[src/hw/rnp_pkg.sv]
// constants for the reset and unmaskable interrupt pin conditioning
package rnp_pkg;
  localparam int unsigned CLK_PERIOD_NS   = 25;
  localparam int unsigned RST_REJECT_NS   = 10;
  localparam int unsigned RST_PASS_NS     = 100;
  // samples a low level must persist; shorter than one period cannot cover two edges
  localparam int unsigned RST_SAMPLES     = RST_REJECT_NS / CLK_PERIOD_NS + 2;
  localparam int unsigned RST_PASS_CYC    = RST_PASS_NS / CLK_PERIOD_NS;
  localparam int unsigned NMI_SAMPLES     = 1;
  localparam logic        PIN_IDLE_LEVEL  = 1'h1;
  localparam logic        PULSE_RST_VALUE = 1'h0;
  localparam logic        PD_RST_VALUE    = 1'h0;
endpackage

[src/hw/rnp_pin_if.sv]
// conditioned pin level and its falling-edge pulse
`timescale 1ns/1ps
`default_nettype none
interface rnp_pin_if;
  logic level;
  logic fall;
  modport cond (output level, output fall);
  modport user (input level, input fall);
endinterface
`default_nettype wire

[src/hw/rnp_reset_nmi.sv]
// reset pin and unmaskable interrupt pin conditioning with power-down gating
//
// Behaviour
// - low reset pin while the clock runs holds the core in reset
// - reset filter drops lows under 10 ns, passes lows over 100 ns
// - falling interrupt pin edge requests the trap routine vector
// - power-down instruction enters power-down only while interrupt pin is low
`timescale 1ns/1ps
`default_nettype none
module rnp_reset_nmi
  import rnp_pkg::*;
#(
  parameter int unsigned RST_FILTER_SAMPLES = RST_SAMPLES,
  parameter int unsigned NMI_FILTER_SAMPLES = NMI_SAMPLES
) (
  input  wire logic clk_sys,
  input  wire logic rst_n,
  input  wire logic system_reset_in_n,
  input  wire logic nmi_in_n,
  input  wire logic power_down_instruction,
  output logic      core_reset_n,
  output logic      nmi_trap_req,
  output logic      power_down_enter,
  output logic      power_down_refused,
  output logic      power_down_active
);

  localparam int unsigned PIN_COUNT = 2;
  localparam int unsigned PIN_RST   = 0;
  localparam int unsigned PIN_NMI   = 1;

  // latency from a pin change to the ports, in clock edges:
  // two synchroniser flops, the sample history, the filtered level,
  // then the output register in this module;
  // a reset low seen at two edges shows on core_reset_n five edges on,
  // an interrupt fall shows on nmi_trap_req four edges on

  // a pass window under two samples could not tell a spike from a pulse
  if (RST_PASS_CYC < 2) begin : g_bad_window
    $error("rnp_reset_nmi: pass window shorter than two samples");
  end

  // one sample would let a spike over a single edge reset the core
  if (RST_FILTER_SAMPLES < 2 || RST_FILTER_SAMPLES > RST_PASS_CYC) begin : g_bad_rst
    $error("rnp_reset_nmi: RST_FILTER_SAMPLES out of range");
  end

  // deeper than the pass window would also drop edges that must pass
  if (NMI_FILTER_SAMPLES < 1 || NMI_FILTER_SAMPLES > RST_PASS_CYC) begin : g_bad_nmi
    $error("rnp_reset_nmi: NMI_FILTER_SAMPLES out of range");
  end

  // a low idle level would keep the core in reset after every rst_n
  if (PIN_IDLE_LEVEL != 1'h1) begin : g_bad_idle
    $error("rnp_reset_nmi: pin idle level must be high");
  end

  // a pulse that woke up active would fire a false trap or power-down
  if (PULSE_RST_VALUE != 1'h0) begin : g_bad_pulse
    $error("rnp_reset_nmi: pulses must reset inactive");
  end

  // power-down must not survive a reset
  if (PD_RST_VALUE != 1'h0) begin : g_bad_pd
    $error("rnp_reset_nmi: power-down must reset off");
  end

  // run: instruction is judged against the interrupt pin
  // down: left only through a reset; no other wake source exists
  typedef enum logic [1:0] {
    PM_RUN  = 2'b01,
    PM_DOWN = 2'b10
  } rnp_pm_t;

  typedef struct packed {
    logic    reset_out_n;
    logic    trap;
    logic    pd_enter;
    logic    pd_refused;
    logic    pd_active;
    rnp_pm_t mode;
  } rnp_state_t;

  localparam rnp_state_t S_RESET = '{
    reset_out_n: 1'h0,
    trap:        PULSE_RST_VALUE,
    pd_enter:    PULSE_RST_VALUE,
    pd_refused:  PULSE_RST_VALUE,
    pd_active:   PD_RST_VALUE,
    mode:        PM_RUN
  };

  function automatic int unsigned pin_depth(input int unsigned idx);
    int unsigned depth;
    depth = NMI_FILTER_SAMPLES;
    if (idx == PIN_RST) begin
      depth = RST_FILTER_SAMPLES;
    end
    return depth;
  endfunction

  logic [PIN_COUNT-1:0] pin_raw;
  logic [PIN_COUNT-1:0] pin_level;
  logic [PIN_COUNT-1:0] pin_fall;
  logic                 rst_level;
  logic                 nmi_level;
  logic                 nmi_fall;
  logic                 in_reset;
  logic                 pd_request;
  logic                 pd_allowed;
  logic                 pd_idle;
  logic                 trap_take;
  logic                 pd_take;
  logic                 pd_deny;
  rnp_state_t           s_reg;
  rnp_state_t           s_next;

  rnp_pin_if pin_bus [PIN_COUNT] ();

  assign pin_raw[PIN_RST] = system_reset_in_n;
  assign pin_raw[PIN_NMI] = nmi_in_n;

  // one conditioner per pin; the filter needs clock edges,
  // so with the oscillator stopped the pin is not seen
  for (genvar i = 0; i < PIN_COUNT; i++) begin : g_pin
    rnp_pin_cond #(
      .SAMPLES (pin_depth(i))
    ) rnp_pin_cond_inst (
      .clk_sys (clk_sys),
      .rst_n   (rst_n),
      .pin_in  (pin_raw[i]),
      .pin_out (pin_bus[i].cond)
    );

    assign pin_level[i] = pin_bus[i].level;
    assign pin_fall[i]  = pin_bus[i].fall;
  end

  assign rst_level  = pin_level[PIN_RST];
  assign nmi_level  = pin_level[PIN_NMI];
  assign nmi_fall   = pin_fall[PIN_NMI];
  assign in_reset   = ~rst_level;
  assign pd_request = power_down_instruction & ~in_reset;
  // the interrupt pin level gates power-down
  assign pd_allowed = ~nmi_level;

  // single-cycle events of this edge; the filtered reset masks them all
  assign pd_idle   = (s_reg.mode == PM_RUN);
  assign trap_take = nmi_fall & ~in_reset;
  assign pd_take   = pd_request & pd_idle & pd_allowed;
  assign pd_deny   = pd_request & pd_idle & ~pd_allowed;

  always_comb begin
    s_next             = s_reg;
    s_next.reset_out_n = rst_level;
    s_next.trap        = trap_take;
    s_next.pd_enter    = pd_take;
    s_next.pd_refused  = pd_deny;
    if (in_reset) begin
      // reset clears power-down; configuration settling is the board's concern
      s_next.pd_active = PD_RST_VALUE;
      s_next.mode      = PM_RUN;
    end else begin
      unique case (s_reg.mode)
        PM_RUN: begin
          if (pd_take) begin
            s_next.pd_active = 1'h1;
            s_next.mode      = PM_DOWN;
          end
        end

        PM_DOWN: begin
          // a repeated instruction is ignored while down
          s_next.pd_active = 1'h1;
        end

        default: begin
          // two bits can hold codes the machine never uses
          s_next.pd_active = PD_RST_VALUE;
          s_next.mode      = PM_RUN;
        end
      endcase
    end
  end

  always_ff @(posedge clk_sys or negedge rst_n) begin
    if (!rst_n) begin
      s_reg <= S_RESET;
    end else begin
      s_reg <= s_next;
    end
  end

  // every output is a register bit: pulses stand one cycle,
  // power_down_active stands until a reset of either kind
  assign core_reset_n       = s_reg.reset_out_n;
  assign nmi_trap_req       = s_reg.trap;
  assign power_down_enter   = s_reg.pd_enter;
  assign power_down_refused = s_reg.pd_refused;
  assign power_down_active  = s_reg.pd_active;
endmodule
`default_nettype wire

[src/hw/rnp_pin_cond.sv]
// two-flop synchroniser, sample filter and fall detector for one pin
`timescale 1ns/1ps
`default_nettype none
module rnp_pin_cond
  import rnp_pkg::*;
#(
  parameter int unsigned SAMPLES = 1
) (
  input  wire logic clk_sys,
  input  wire logic rst_n,
  input  wire logic pin_in,
  rnp_pin_if.cond   pin_out
);
  // deeper than the pass window would drop pulses that must get through
  if (SAMPLES < 1 || SAMPLES > RST_PASS_CYC) begin : g_bad_samples
    $error("rnp_pin_cond: SAMPLES out of range");
  end

  typedef struct packed {
    logic               sync1;
    logic               sync2;
    logic [SAMPLES-1:0] hist;
    logic               level;
    logic               fall;
  } rnp_cond_t;

  rnp_cond_t s_reg;
  rnp_cond_t s_next;

  always_comb begin
    logic [SAMPLES:0] ext;
    ext          = {s_reg.hist, s_reg.sync2};
    s_next       = s_reg;
    s_next.sync1 = pin_in;
    s_next.sync2 = s_reg.sync1;
    s_next.hist  = ext[SAMPLES-1:0];
    // level moves only once every held sample agrees
    if (~|s_reg.hist) begin
      s_next.level = 1'h0;
    end else if (&s_reg.hist) begin
      s_next.level = 1'h1;
    end
    s_next.fall  = s_reg.level & ~s_next.level;
  end

  always_ff @(posedge clk_sys or negedge rst_n) begin
    if (!rst_n) begin
      s_reg <= '{sync1: PIN_IDLE_LEVEL, sync2: PIN_IDLE_LEVEL, hist: {SAMPLES{PIN_IDLE_LEVEL}},
                 level: PIN_IDLE_LEVEL, fall: PULSE_RST_VALUE};
    end else begin
      s_reg <= s_next;
    end
  end

  assign pin_out.level = s_reg.level;
  assign pin_out.fall  = s_reg.fall;
endmodule
`default_nettype wire

[config.mk]
export PLATFORM = sky130hd
export DESIGN_NAME = rnp_reset_nmi
export DESIGN_NICKNAME = d
export VERILOG_FILES = /design/src/hw/rnp_pkg.sv /design/src/hw/rnp_pin_if.sv /design/src/hw/rnp_reset_nmi.sv /design/src/hw/rnp_pin_cond.sv
export SDC_FILE = /design/constraint.sdc
export NUM_CORES = 1
export LEC_CHECK = 0
export ABC_AREA = 0
export BUFFER_PORTS_ARGS = -buffer_cell sky130_fd_sc_hd__clkbuf_2
export CAP_MARGIN = 20
export CORE_AREA = 2 2 39 41
export DETAILED_ROUTE_END_ITERATION = 6
export DIE_AREA = 0 0 41 43
export GPL_ROUTABILITY_DRIVEN = 0
export HOLD_SLACK_MARGIN = 0.12
export PLACE_DENSITY = 0.66
export REMOVE_ABC_BUFFERS = 1
export SLEW_MARGIN = 0
export SYNTH_ARGS = -nofsm -noshare
export SYNTH_HDL_FRONTEND = slang
export SYNTH_SLANG_ARGS = --single-unit
[constraint.sdc]
create_clock -name clk_sys -period 1.67 [get_ports clk_sys]
set_clock_uncertainty 0.1 [all_clocks]
set_input_delay 0.0835 -clock clk_sys [delete_from_list [all_inputs] [get_ports clk_sys]]
set_output_delay 0.0835 -clock clk_sys [all_outputs]
set_load 0.02 [all_outputs]
==> results.sh <==
export IMPL_ys_ff_latch=17
export IMPL_dr_first_iter_drc_count=0
export IMPL_coreArea_um2=1380
export IMPL_synthSimpleGateAreaFrac_pct=7.79
export IMPL_fmax_mhz=754
export IMPL_fp_dieW_um=41
export IMPL_rr_startpoint="s_reg[0]"
export IMPL_muxShareOfSynthArea_pct=1.68
export IMPL_synth_top_cell_area_share_pct=44.2
export IMPL_vias_per_cell=4.68
export IMPL_grt_use_total_pct=12.2
export IMPL_slowest_stage="dfstp_2"
export IMPL_preCtsSetupSlack_ps=352
export IMPL_path_cells="inv_1 > ha_1 > a21o_1 > a21oi_2"
export IMPL_synth_area_leaders="dfstp_2 44%, dfrtp_1 29%, ha_1 6.3%"
export IMPL_drv_slew=0
export IMPL_final_cell_mix="10 x dfstp_2, 9 x clkbuf_2, 7 x dfrtp_1"
export IMPL_clk_pin_slew_ps=100
export IMPL_avgSynthCellArea_um2=14.9
export IMPL_ys_warn_count=0
export IMPL_syn_cell_area_um2=594
export IMPL_fill_cells=124
export IMPL_grt_first_pass_wirelength_mm=1.37
export IMPL_post_route_period_util_pct=79.4
export IMPL_grt_pass1_vias=346
export IMPL_ctsHtreeMaxLevel=1
export IMPL_startpoint="s_reg[0]"
export IMPL_ant_nets=0
export IMPL_synth_top_cell_by_area="dfstp_2"
export IMPL_start_util_pct=42.9
export IMPL_max_stage_delay_ps=550
export IMPL_rsz0062_at_grt="false"
export IMPL_endpoint_kind="flop"
export IMPL_grt_max_degree=18
export IMPL_worstPathMaxFanout=3
export IMPL_cts_buffers_inserted=3
export IMPL_drive_above_1_share_pct=42.1
export IMPL_die_h_um=43
export IMPL_cts_buffer_depth=2
export IMPL_cts_tree="yes"
export IMPL_finalWorstSetupSlack_ps=343
export IMPL_path_class="reg2reg"
export IMPL_setup_violations=0
export IMPL_ctsResizeCount=0
export IMPL_overflow=0
export IMPL_ios=10
export IMPL_drc=0
export IMPL_slew_headroom_pct=72.6
export IMPL_rows=14
export IMPL_die_area_um2=1760
export IMPL_hp_class="in2async"
export IMPL_synth_top_family_by_area="simple AND/OR/NAND/NOR gates"
export IMPL_clkSinkCount=17
export IMPL_root_buffer="clkbuf_4"
export IMPL_p_leak_nw=0.369
export IMPL_synthXorXnorAreaFrac_pct=0
export IMPL_drv_cap=0
export IMPL_area_growth_pct=22.1
export IMPL_routedWlPerCell_um=11.5
export IMPL_antenna_found_initial=0
export IMPL_synthAdderAreaFrac_pct=6.32
export IMPL_portBuffers=9
export IMPL_vias=342
export IMPL_crit_arrival_ps=1450
export IMPL_powerDensity_nw_per_um2=1390
export IMPL_start_kind="flop"
export IMPL_synth_compound_area_share_pct=7.37
export IMPL_yosysSeqAreaShare_pct=73.7
export IMPL_largest_reg_flops=5
export IMPL_period_needed_ps=1330
export IMPL_cp_required_ps=1790
export IMPL_worstSkewPairLatency_ps=290
export IMPL_worst_pin_slew_ps=411
export IMPL_status="finished, final reports clean"
export IMPL_ys_types=16
export IMPL_final_nets=66
export IMPL_dpl_hpwl_um=565
export IMPL_tns_ps=0
export IMPL_hold_viol=0
export IMPL_antenna_cells=0
export IMPL_wirelength_um=841
export IMPL_ir_worst_vdd_v=0.000614
export IMPL_drtPass1Iterations=1
export IMPL_synthCells=40
export IMPL_final_common_cell="dfstp_2"
worst max-delay path: cells and delay by family, from the launching register on:
family / cells / cell delay (ps)
compound gates: 2 / 290
flops: 1 / 550
buf+inv: 1 / 40
fa+ha+maj: 1 / 280
per-stage QoR:
stage	total power (W)	hold slack (ps)	cell area, um^2	util (%)	cells
2_1_floorplan	0.000719	-312	594	-	40
3_5_place_dp	0.000800	-69.8	659	47.6	65
3_3_place_gp	0.000789	-78.5	659	47.6	65
5_1_grt	0.00107	176	726	52.4	73
6_report	0.00101	143	726	52.4	73
4_1_cts	0.00103	145	726	52.4	73
cell type report:
class	instances	area, um^2	share of cell area [%]
clock buffers	4	26.3	3.62
well taps	16	20.0	2.76
inverters	5	18.8	2.59
multi-input cells	18	138	19.0
flip-flops and latches	17	438	60.3
repair buffers	13	85.1	11.7
cells by family (layout without fill, tap and decap cells):
| group | after synthesis | after routing |
|---|---|---|
| flip-flops | 17 | 17 |
| AND/OR/NAND/NOR | 8 | 8 |
| AO/OA/AOI/OAI | 6 | 6 |
| buffers and inverters | 5 | 22 |
| adder cells (fa/ha/maj) | 3 | 3 |
| multiplexers | 1 | 1 |
Yosys cell counts (all sizes together):
master,count
nor2,2
nand2b,1
o211a,1
ha,3
nor2b,1
o21ai,2
dfstp,10
and2,1
o211ai,1
mux2i,1
inv,5
a21oi,1
dfrtp,7
nand2,2
nand3,1
a21o,1
layer usage:
layer / global-route usage (%) / share of wire [%]
met4: 8.00 / 2.9
met5: 0 / 0
met3: 4.71 / 4.4
met1: 13.8 / 46
met2: 18.1 / 47
report_power, final:
group | switching (W) | internal [W] | total [W]
Clock | 0.000122 | 0.0000928 | 0.000215
Sequential | 0.0000345 | 0.000495 | 0.000530
Combinational | 0.000149 | 0.000114 | 0.000263
Total | 0.000306 | 0.000702 | 0.00101
what timing repair did:
item	4_1_cts	5_1_grt
setup buffers	0	0
hold endpoints to repair	24	0
hold buffers	4	0
final timing paths:
kind | end | slack, ps | cells after the start
worst max-delay path | power_down_active | 340 | 4
worst max register to register | power_down_active | 340 | 4
worst min register to register | g_pin[1].rnp_pin_cond_inst.s_next[2] | 260 | 0
min in group clk_sys | g_pin[1].rnp_pin_cond_inst.s_next[2] | 260 | 0
max in group asynchronous | g_pin[1].rnp_pin_cond_inst.pin_out.level | 1000 | 2
worst min-delay path | nmi_trap_req | 140 | 2
Power figures use the tool's default switching activity.
